### config.mk
export PLATFORM = sky130hd
export DESIGN_NAME = fbcp_protect
export DESIGN_NICKNAME = d
export VERILOG_FILES = /design/src/hw/fbcp_pkg.sv /design/src/hw/fbcp_protect.sv /design/src/hw/fbcp_block_map.sv
export VERILOG_INCLUDE_DIRS = /design/src /design/src/hw
export SDC_FILE = /design/constraint.sdc
export NUM_CORES = 1
export LEC_CHECK = 0
export ABC_AREA = 1
export BUFFER_PORTS_ARGS = -buffer_cell sky130_fd_sc_hd__buf_4
export CORE_MARGIN = 10
export CORE_UTILIZATION = 45
export CTS_CLUSTER_SIZE = 10
export DETAILED_ROUTE_END_ITERATION = 7
export PLACE_DENSITY = 0.79
export SYNTH_ARGS = -nofsm -noshare
export SYNTH_HDL_FRONTEND = slang
export SYNTH_SLANG_ARGS = --single-unit
### constraint.sdc
create_clock -name mclk -period 2.7 [get_ports mclk]
set_input_delay 0.54 -clock mclk [delete_from_list [all_inputs] [get_ports mclk]]
set_output_delay 0.54 -clock mclk [all_outputs]
set_load 0.02 [all_outputs]
### src/hw/fbcp_defs.svh
// address map, field positions and reset values for the flash block code protection logic
`ifndef FBCP_DEFS_SVH
`define FBCP_DEFS_SVH

// program memory block limits (byte addresses, inclusive)
`define FBCP_BOOT_END      22'h00_01ff
`define FBCP_BLK0_END      22'h00_07ff
`define FBCP_BLK1_END      22'h00_0fff
`define FBCP_BLK2_END      22'h00_17ff
`define FBCP_BLK3_END      22'h00_1fff

// configuration byte locations
`define FBCP_CFG_EXT_LO    22'h30_0008
`define FBCP_CFG_EXT_HI    22'h30_0009
`define FBCP_CFG_WR_LO     22'h30_000a
`define FBCP_CFG_WR_HI     22'h30_000b
`define FBCP_CFG_RD_LO     22'h30_000c
`define FBCP_CFG_RD_HI     22'h30_000d

// identification word locations
`define FBCP_ID_LO         22'h3f_fffe
`define FBCP_ID_HI         22'h3f_ffff

// block indices into the five-bit lock vectors
`define FBCP_IDX_BOOT      3'h0
`define FBCP_IDX_BLK0      3'h1
`define FBCP_IDX_BLK1      3'h2
`define FBCP_IDX_BLK2      3'h3
`define FBCP_IDX_BLK3      3'h4
`define FBCP_IDX_NONE      3'h7

// bit positions inside the high configuration bytes
`define FBCP_EE_EXT_BIT    3'h7
`define FBCP_BOOT_EXT_BIT  3'h6
`define FBCP_EE_WR_BIT     3'h7
`define FBCP_BOOT_WR_BIT   3'h6
`define FBCP_CFG_WR_BIT    3'h5
`define FBCP_BOOT_RD_BIT   3'h6

// erased (unprotected) state of the lock bits
`define FBCP_LOCKS_ERASED  5'h1f
`define FBCP_BIT_ERASED    1'h1
`define FBCP_ZERO_BYTE     8'h00

`endif

### src/hw/fbcp_pkg.sv
// types shared by the flash block code protection logic
package fbcp_pkg;

	// sequencer states
	typedef enum logic [1:0] {
		FBCP_ST_IDLE,
		FBCP_ST_ACCESS,
		FBCP_ST_DONE
	} fbcp_state_t;

	// programmer commands
	typedef enum logic [1:0] {
		FBCP_CMD_READ,
		FBCP_CMD_WRITE,
		FBCP_CMD_CHIP_ERASE,
		FBCP_CMD_BLOCK_ERASE
	} fbcp_cmd_t;

endpackage

### src/hw/fbcp_protect.sv
// flash and eeprom code protection: lock bits, table access checks and programmer gating
//
// Summary of operation
// - program memory split into a 512-byte boot block plus four binary blocks
// - boot 0-1FF, block0 to 7FF, block1 to FFF, block2 to 17FF, block3 to 1FFF
// - each block owns external, table-write and outside-read lock bits
// - cpu table reads and writes reach any program address, subject to locks
// - table reads of the identification address return the device identity word
// - configuration bytes are readable and writable by cpu table accesses
// - external lock blocks only programmer reads and writes, never the cpu
// - table-write lock at 0 suppresses cpu table writes into that block
// - outside-read lock at 0 still lets reads from inside the block through
// - outside-read lock at 0 makes reads from other blocks return zeros
// - lock bits only go from 1 to 0 on writes
// - lock bits return to 1 only by chip erase or block erase
// - eeprom external lock refuses programmer reads and writes of eeprom
// - eeprom write lock refuses programmer eeprom writes, reads still allowed
// - cpu eeprom reads and writes always proceed
// - config write lock guards config bytes and is cpu read-only
`timescale 1ns/1ps
`include "fbcp_defs.svh"

module fbcp_protect #(
	parameter bit          HAS_UPPER = 1'b1,
	parameter logic [15:0] DEVICE_ID = 16'h5aa5   // arbitrary value
)(
	// clock and reset
	input  wire logic                   mclk,
	input  wire logic                   rst,
	// cpu table and eeprom port
	input  wire logic                   cpu_req,
	input  wire logic                   cpu_we,
	input  wire logic                   cpu_ee,
	input  wire logic [21:0]            cpu_addr,
	input  wire logic [21:0]            cpu_pc,
	input  wire logic [7:0]             cpu_wdata,
	output logic                        cpu_ack_q,
	output logic                        cpu_refused_q,
	output logic      [7:0]             cpu_rdata_q,
	// programmer command port
	input  wire logic                   pgm_req,
	input  wire fbcp_pkg::fbcp_cmd_t    pgm_cmd,
	input  wire logic                   pgm_ee,
	input  wire logic [21:0]            pgm_addr,
	input  wire logic [7:0]             pgm_wdata,
	output logic                        pgm_ack_q,
	output logic                        pgm_refused_q,
	output logic      [7:0]             pgm_rdata_q,
	// program flash array
	output logic      [21:0]            fl_addr,
	output logic      [7:0]             fl_wdata,
	output logic                        fl_rd,
	output logic                        fl_wr,
	output logic                        fl_chip_erase,
	output logic                        fl_block_erase,
	output logic      [2:0]             fl_block_sel,
	input  wire logic [7:0]             fl_rdata,
	// data eeprom array
	output logic      [21:0]            ee_addr,
	output logic      [7:0]             ee_wdata,
	output logic                        ee_rd,
	output logic                        ee_wr,
	input  wire logic [7:0]             ee_rdata
);

	// ****************************************************************
	// request capture
	// ****************************************************************
	fbcp_pkg::fbcp_state_t state_q;
	fbcp_pkg::fbcp_cmd_t   cmd_q;
	logic                  from_pgm_q, ee_q, take, take_cpu;
	logic [21:0]           addr_q, pc_q;
	logic [7:0]            wdata_q;

	// cpu wins a tie; the programmer simply keeps its request up
	assign take     = (state_q == fbcp_pkg::FBCP_ST_IDLE) & (cpu_req | pgm_req);
	assign take_cpu = cpu_req;

	// sequencer: idle, one access cycle, one answer cycle
	always_ff @(posedge mclk or posedge rst)
	begin
		if (rst)
			state_q <= fbcp_pkg::FBCP_ST_IDLE;
		else
			case (state_q)
				fbcp_pkg::FBCP_ST_IDLE:   state_q <= take ? fbcp_pkg::FBCP_ST_ACCESS : fbcp_pkg::FBCP_ST_IDLE;
				fbcp_pkg::FBCP_ST_ACCESS: state_q <= fbcp_pkg::FBCP_ST_DONE;
				fbcp_pkg::FBCP_ST_DONE:   state_q <= fbcp_pkg::FBCP_ST_IDLE;
				default:                  state_q <= fbcp_pkg::FBCP_ST_IDLE;
			endcase
	end

	// the cpu path can only encode read or write, so it never erases
	always_ff @(posedge mclk or posedge rst)
	begin
		if (rst)
		begin
			cmd_q      <= fbcp_pkg::FBCP_CMD_READ;
			from_pgm_q <= 1'b0;
			ee_q       <= 1'b0;
			addr_q     <= '0;
			pc_q       <= '0;
			wdata_q    <= `FBCP_ZERO_BYTE;
		end
		else if (take)
		begin
			cmd_q      <= take_cpu ? (cpu_we ? fbcp_pkg::FBCP_CMD_WRITE : fbcp_pkg::FBCP_CMD_READ) : pgm_cmd;
			from_pgm_q <= !take_cpu;
			ee_q       <= take_cpu ? cpu_ee : pgm_ee;
			addr_q     <= take_cpu ? cpu_addr : pgm_addr;
			pc_q       <= cpu_pc;
			wdata_q    <= take_cpu ? cpu_wdata : pgm_wdata;
		end
	end

	// ****************************************************************
	// lock bits (index 0 boot, 1..4 blocks 0..3)
	// ****************************************************************
	logic [4:0] ext_lock_q, wr_lock_q, rd_lock_q;
	logic       ee_lock_q, ee_wr_lock_q, cfg_wr_lock_q;
	logic [4:0] ext_lock_d, wr_lock_d, rd_lock_d;
	logic       ee_lock_d, ee_wr_lock_d, cfg_wr_lock_d;

	// ****************************************************************
	// address decode and permission checks
	// ****************************************************************
	logic [2:0] blk, pc_blk;
	logic       blk_impl, pc_impl;

	fbcp_block_map #(.HAS_UPPER(HAS_UPPER)) u_map_addr (.addr(addr_q), .idx(blk), .impl(blk_impl));

	fbcp_block_map #(.HAS_UPPER(HAS_UPPER)) u_map_pc (.addr(pc_q), .idx(pc_blk), .impl(pc_impl));

	logic acc, rd_op, wr_op, is_cfg, is_id, same_blk;
	logic cpu_prog_ok, prog_ok, ee_ok, cfg_wr_ok, cfg_wr, denied;

	assign acc      = state_q == fbcp_pkg::FBCP_ST_ACCESS;
	assign rd_op    = cmd_q == fbcp_pkg::FBCP_CMD_READ;
	assign wr_op    = cmd_q == fbcp_pkg::FBCP_CMD_WRITE;
	assign is_cfg   = (addr_q >= `FBCP_CFG_EXT_LO) & (addr_q <= `FBCP_CFG_RD_HI);
	assign is_id    = (addr_q == `FBCP_ID_LO) | (addr_q == `FBCP_ID_HI);
	assign same_blk = pc_impl & (pc_blk == blk);

	// cpu ignores the external lock; read lock spares code running inside the block
	assign cpu_prog_ok = rd_op ? (rd_lock_q[blk] | same_blk) : wr_lock_q[blk];
	assign prog_ok     = from_pgm_q ? ext_lock_q[blk] : cpu_prog_ok;
	assign ee_ok       = !from_pgm_q | (ee_lock_q & (rd_op | ee_wr_lock_q));
	assign cfg_wr_ok   = from_pgm_q | cfg_wr_lock_q;
	assign cfg_wr      = acc & !ee_q & wr_op & is_cfg & cfg_wr_ok;
	assign denied      = ee_q ? !ee_ok : ((blk_impl & !prog_ok) | (is_cfg & wr_op & !cfg_wr_ok));

	// array strobes last exactly the access cycle; a 1 lock bit never gates
	assign fl_rd          = acc & !ee_q & rd_op & blk_impl & prog_ok;
	assign fl_wr          = acc & !ee_q & wr_op & blk_impl & prog_ok;
	assign ee_rd          = acc & ee_q & rd_op & ee_ok;
	assign ee_wr          = acc & ee_q & wr_op & ee_ok;
	assign fl_chip_erase  = acc & from_pgm_q & (cmd_q == fbcp_pkg::FBCP_CMD_CHIP_ERASE);
	assign fl_block_erase = acc & from_pgm_q & (cmd_q == fbcp_pkg::FBCP_CMD_BLOCK_ERASE);
	assign fl_block_sel   = wdata_q[2:0];
	assign fl_addr        = addr_q;
	assign fl_wdata       = wdata_q;
	assign ee_addr        = addr_q;
	assign ee_wdata       = wdata_q;

	// ****************************************************************
	// read data selection
	// ****************************************************************
	logic [7:0] cfg_byte, id_byte, rdata_d;

	// unused configuration bits read as zero
	assign cfg_byte =
		(addr_q == `FBCP_CFG_EXT_LO) ? {4'h0, ext_lock_q[4:1]} :
		(addr_q == `FBCP_CFG_EXT_HI) ? ((8'(ee_lock_q) << `FBCP_EE_EXT_BIT) |
		                                (8'(ext_lock_q[`FBCP_IDX_BOOT]) << `FBCP_BOOT_EXT_BIT)) :
		(addr_q == `FBCP_CFG_WR_LO)  ? {4'h0, wr_lock_q[4:1]} :
		(addr_q == `FBCP_CFG_WR_HI)  ? ((8'(ee_wr_lock_q) << `FBCP_EE_WR_BIT) |
		                                (8'(wr_lock_q[`FBCP_IDX_BOOT]) << `FBCP_BOOT_WR_BIT) |
		                                (8'(cfg_wr_lock_q) << `FBCP_CFG_WR_BIT)) :
		(addr_q == `FBCP_CFG_RD_LO)  ? {4'h0, rd_lock_q[4:1]} :
		                               (8'(rd_lock_q[`FBCP_IDX_BOOT]) << `FBCP_BOOT_RD_BIT);
	assign id_byte  = (addr_q == `FBCP_ID_LO) ? DEVICE_ID[7:0] : DEVICE_ID[15:8];

	// denied and unimplemented reads both come back as zeros
	assign rdata_d = ee_q              ? (ee_ok ? ee_rdata : `FBCP_ZERO_BYTE) :
	                 is_cfg            ? cfg_byte :
	                 is_id             ? id_byte :
	                 (blk_impl & prog_ok) ? fl_rdata : `FBCP_ZERO_BYTE;

	// ****************************************************************
	// lock bit update
	// ****************************************************************
	// writes can only clear bits; erase is the sole way back to 1
	always_comb
	begin
		ext_lock_d    = ext_lock_q;
		wr_lock_d     = wr_lock_q;
		rd_lock_d     = rd_lock_q;
		ee_lock_d     = ee_lock_q;
		ee_wr_lock_d  = ee_wr_lock_q;
		cfg_wr_lock_d = cfg_wr_lock_q;
		if (fl_chip_erase)
		begin
			ext_lock_d    = `FBCP_LOCKS_ERASED;
			wr_lock_d     = `FBCP_LOCKS_ERASED;
			rd_lock_d     = `FBCP_LOCKS_ERASED;
			ee_lock_d     = `FBCP_BIT_ERASED;
			ee_wr_lock_d  = `FBCP_BIT_ERASED;
			cfg_wr_lock_d = `FBCP_BIT_ERASED;
		end
		else if (fl_block_erase && fl_block_sel <= `FBCP_IDX_BLK3)
		begin
			ext_lock_d[fl_block_sel] = `FBCP_BIT_ERASED;
			wr_lock_d[fl_block_sel]  = `FBCP_BIT_ERASED;
			rd_lock_d[fl_block_sel]  = `FBCP_BIT_ERASED;
		end
		else if (cfg_wr)
		begin
			case (addr_q)
				`FBCP_CFG_EXT_LO: ext_lock_d[4:1] = ext_lock_q[4:1] & wdata_q[3:0];
				`FBCP_CFG_EXT_HI:
				begin
					ext_lock_d[`FBCP_IDX_BOOT] = ext_lock_q[`FBCP_IDX_BOOT] & wdata_q[`FBCP_BOOT_EXT_BIT];
					ee_lock_d                  = ee_lock_q & wdata_q[`FBCP_EE_EXT_BIT];
				end
				`FBCP_CFG_WR_LO: wr_lock_d[4:1] = wr_lock_q[4:1] & wdata_q[3:0];
				`FBCP_CFG_WR_HI:
				begin
					wr_lock_d[`FBCP_IDX_BOOT] = wr_lock_q[`FBCP_IDX_BOOT] & wdata_q[`FBCP_BOOT_WR_BIT];
					ee_wr_lock_d              = ee_wr_lock_q & wdata_q[`FBCP_EE_WR_BIT];
					if (from_pgm_q)
						cfg_wr_lock_d = cfg_wr_lock_q & wdata_q[`FBCP_CFG_WR_BIT];
				end
				`FBCP_CFG_RD_LO: rd_lock_d[4:1] = rd_lock_q[4:1] & wdata_q[3:0];
				`FBCP_CFG_RD_HI: rd_lock_d[`FBCP_IDX_BOOT] = rd_lock_q[`FBCP_IDX_BOOT] & wdata_q[`FBCP_BOOT_RD_BIT];
				default: ;
			endcase
		end
	end

	// lock storage stands in for nonvolatile cells; reset shows the erased state
	always_ff @(posedge mclk or posedge rst)
	begin
		if (rst)
		begin
			ext_lock_q    <= `FBCP_LOCKS_ERASED;
			wr_lock_q     <= `FBCP_LOCKS_ERASED;
			rd_lock_q     <= `FBCP_LOCKS_ERASED;
			ee_lock_q     <= `FBCP_BIT_ERASED;
			ee_wr_lock_q  <= `FBCP_BIT_ERASED;
			cfg_wr_lock_q <= `FBCP_BIT_ERASED;
		end
		else
		begin
			ext_lock_q    <= ext_lock_d;
			wr_lock_q     <= wr_lock_d;
			rd_lock_q     <= rd_lock_d;
			ee_lock_q     <= ee_lock_d;
			ee_wr_lock_q  <= ee_wr_lock_d;
			cfg_wr_lock_q <= cfg_wr_lock_d;
		end
	end

	// ****************************************************************
	// answers
	// ****************************************************************
	// answer registers hold data until the next answer to the same party
	always_ff @(posedge mclk or posedge rst)
	begin
		if (rst)
		begin
			cpu_ack_q     <= 1'b0;
			cpu_refused_q <= 1'b0;
			cpu_rdata_q   <= `FBCP_ZERO_BYTE;
			pgm_ack_q     <= 1'b0;
			pgm_refused_q <= 1'b0;
			pgm_rdata_q   <= `FBCP_ZERO_BYTE;
		end
		else
		begin
			cpu_ack_q <= acc & !from_pgm_q;
			pgm_ack_q <= acc & from_pgm_q;
			if (acc && !from_pgm_q)
			begin
				cpu_refused_q <= denied;
				cpu_rdata_q   <= rd_op ? rdata_d : `FBCP_ZERO_BYTE;
			end
			if (acc && from_pgm_q)
			begin
				pgm_refused_q <= denied;
				pgm_rdata_q   <= rd_op ? rdata_d : `FBCP_ZERO_BYTE;
			end
		end
	end
endmodule

### src/hw/fbcp_block_map.sv
// maps a program memory byte address onto its protection block
`timescale 1ns/1ps
`include "fbcp_defs.svh"

module fbcp_block_map #(
	parameter bit HAS_UPPER = 1'b1
)(
	// address in
	input  wire logic [21:0] addr,
	// block out
	output logic      [2:0]  idx,
	output logic             impl
);

	// boundary compares
	logic in_boot;
	logic in_b0;
	logic in_b1;
	logic in_b2;
	logic in_b3;

	assign in_boot = addr <= `FBCP_BOOT_END;
	assign in_b0   = addr <= `FBCP_BLK0_END;
	assign in_b1   = addr <= `FBCP_BLK1_END;
	assign in_b2   = addr <= `FBCP_BLK2_END;
	assign in_b3   = addr <= `FBCP_BLK3_END;

	// upper two blocks exist only on the larger memory variant
	assign impl = in_b1 | (HAS_UPPER & in_b3);
	assign idx  = in_boot ? `FBCP_IDX_BOOT :
	              in_b0   ? `FBCP_IDX_BLK0 :
	              in_b1   ? `FBCP_IDX_BLK1 :
	              in_b2   ? `FBCP_IDX_BLK2 :
	              in_b3   ? `FBCP_IDX_BLK3 : `FBCP_IDX_NONE;

endmodule

==> run_results.csv <==
group,metric,value,unit
floorplanning,die_y,129,um
setup_path,worst_setup_path_start_kind,"flop",
route,drt_iter0_drc,345,
route,vias,5501,
setup_path,path_class,"reg -> out",
placed_design,portBuffers,186,
sta,fin_crit,2.90,ns
clocking,clkTransAtPathRegs,0.06,ns
synthesis,ys_types,36,
synthesis,yosys_warnings,0,
route,dr.pass1.iters,5,
sta,post-route-period-util,107,%
setup_path,arrival,2.36,ns
clocking,numCtsBuffers,9,
sta,fin_skew,0.00637,ns
run,maxCapViolCount,0,
layout,drive_gt1_share,32.7,%
synthesis,synth-edff-count,0,
global_route,grt_pass1_wl,27.4,mm
floorplanning,coreArea,11500,um2
layout,antennaDiodeCount,0,
global_route,antenna_found_initial,0,
sta,rsz0062_at_grt,"true",
setup_path,cp_max_fo,8,
synthesis,synth_ff_type,"dfrtp_1",
sta,worst_slack,-0.196,ns
global_route,overflow,0,
hold_path,hp-class,"in -> async",
clocking,clock-root-buffer,"clkbuf_16",
setup_path,worstPathCellList,"nor2_4 -> nand2_2 -> nor2_4 -> nand3_4 -> buf_6 -> o211ai_1 -> a21oi_1 -> nand2_1 -> nand3_2 -> nand2_2 -> inv_2 -> nor4_4 -> buf_4",
sta,tightest_slew,0.666,ns
layout,syn2layout_area_growth,35.5,%
clocking,htree_levels,3,
global_route,grt_max_degree,88,
layout,fin_nets,1028,
setup_path,cp.required,2.16,ns
synthesis,postSynthCellCount,750,
run_status,violations,"setup timing",
synthesis,ys_ff_latch,87,
placed_design,place.gp.congestion,0.939,
floorplanning,start_util,46.4,%
sta,slew_headroom,55.2,%
clocking,clk_path_buf_depth,2,
synthesis,syn-num-nets,857,
floorplanning,dieWidth,129,um
route,drc,0,
clocking,clk_latency,0.34,ns
floorplanning,io_pins,196,
run_status,status,"finished, violations left",
synthesis,synth_area,5350,um2
setup_path,slowest_stage,"dfrtp_1",
clocking,cts_tree,"yes",
clocking,holdBufCountCts,0,
global_route,grt_usage,20.3,%
synthesis,ys_async_sr_fraction,100,%
sta,max_freq,345,MHz
sta,setup_viol,2,
setup_path,crit_path_end_kind,"output port",
floorplanning,fp.dieArea,16600,um2
sta,hold_violations,0,
global_route,first_global_vias,5442,
placed_design,dpl.hpwl,13.1,mm
route,routed_wl,17.1,mm
route,avgRoutedWirePerCell,16.0,um
setup_path,max_stage_delay,0.41,ns
synthesis,syn_area_per_cell,7.13,um2
power,vdd_ir_drop_max,0.741,mV
floorplanning,row_count,39,
power,power_density,1140,nW/um2
clocking,cts_sinks,87,
route,ant_nets,0,
route,via_per_inst,5.15,
sta,maxSlewViolCount,0,
power,power,8.28,mW
power,leakage,3.61,nW
sta,fin_setup_tns,-0.262,ns
synthesis,ys_seq_area_share,41.1,%
-- through the flow --
stage / hold slack (ns) / cell area (um2) / utilization, % / setup WS [ns] / std cells
finish: 0.315 / 7250 / 62.9 / -0.196 / 1069
global route: 0.363 / 7250 / 62.9 / -0.373 / 1069
CTS: 0.348 / 7180 / 62.4 / -0.201 / 1066
detailed placement: 0.461 / 6830 / 59.3 / 0.0327 / 1049
global placement: 0.458 / 6830 / 59.3 / 0.0566 / 1049
floorplan: 0.434 / 5360 / - / -0.0465 / 750
-- where the power goes --
group,total (mW),switching (mW),internal (mW),leakage [nW]
combinational,4.38,2.65,1.73,2.47
sequential,2.73,0.702,2.03,1.03
clock,1.16,0.536,0.627,0.117
total,8.28,3.89,4.39,3.61
-- metal layers --
| layer | global-route usage (%) | vias up | share of wire [%] |
|---|---|---|---|
| li1 | - | 2775 | - |
| met1 | 24.3 | 2506 | 42 |
| met2 | 34.8 | 204 | 49 |
| met3 | 5.75 | 16 | 7.9 |
| met4 | 5.82 | 0 | 1.3 |
| met5 | 0 | - | 0 |
-- cell type report --
type	count	area [um2]
clock inverters	6	46.3
multi-input cells	536	2640
fillers	1037	4270
clock buffers	10	229
repair buffers	220	1690
flip-flops and latches	87	2200
inverters	67	259
well taps	143	179
-- what timing repair did --
action                     4_1_cts  5_1_grt
pin swaps                        4        5
setup endpoints to repair        2       16
buffers inserted                 1        3
resized for setup               19       13
-- worst max-delay path: cells and delay by family (launching register included) --
kind            cells  cell delay (ns)
flops               1             0.41
compound gates      2             0.28
buf+inv             3             0.41
simple gates        8             0.89
-- logic make-up after synthesis --
kind of cell / Yosys count / synth area share [%]
AO/OA/AOI/OAI: 114 / 13.1
flip-flops: 87 / 41.1
buffers and inverters: 127 / 11.5
AND/OR/NAND/NOR: 422 / 34.3
-- layout by cell type, fill, tap and decap left out, drive strengths merged --
cell	Yosys	layout
nand2	224	224
buf	40	220
nor2	111	111
dfrtp	69	69
inv	64	63
nand3	50	50
o21ai	45	45
a31oi	44	44
nor3	20	20
dfstp	18	18
a21oi	16	16
nand4	12	12
clkbuf	20	10
clkinvlp	0	7
o2111ai	4	4
nor4	4	4
clkinv	3	3
o211ai	2	2
a211oi	1	1
o22ai	1	1
o21a	1	1
or4	1	1
-- worst paths after layout --
kind	from	endpoint	slack, ns	cells past startpoint
min in group mclk	cpu_pc[16]	pc_q[16]	0.39	3
max in group asynchronous	rst	ee_addr[9]	2.01	3
max reg2reg	ee_addr[11]	ext_lock_q[3]	0.24	12
max	ee_addr[15]	fl_rd	-0.20	13
min reg2reg	ee_wr_lock_q	ee_wr_lock_q	0.47	2
min	rst	ee_wdata[2]	0.32	3
-- sequential cells by signal (all words and copies together), names as in the netlist, 5 cells and up --
register     count
pc_q            13
pgm_rdata_q      8
ext_lock_q       5
ee_wdata         8
wr_lock_q        5
ee_addr         22
cpu_rdata_q      8
rd_lock_q        5
-- cell usage after synthesis, drive strengths merged (12+ instances only) --
cell type / n / share of area (%)
nand2: 224 / 16
nor2: 111 / 8.6
dfrtp: 69 / 32
inv: 64 / 4.5
nand3: 50 / 5.3
o21ai: 45 / 4.8
a31oi: 44 / 5.1
buf: 40 / 5.2
clkbuf: 20 / 1.6
nor3: 20 / 2.4
dfstp: 18 / 8.8
a21oi: 16 / 1.5
nand4: 12 / 1.4
Note: power is estimated with default switching activity, not from simulation.
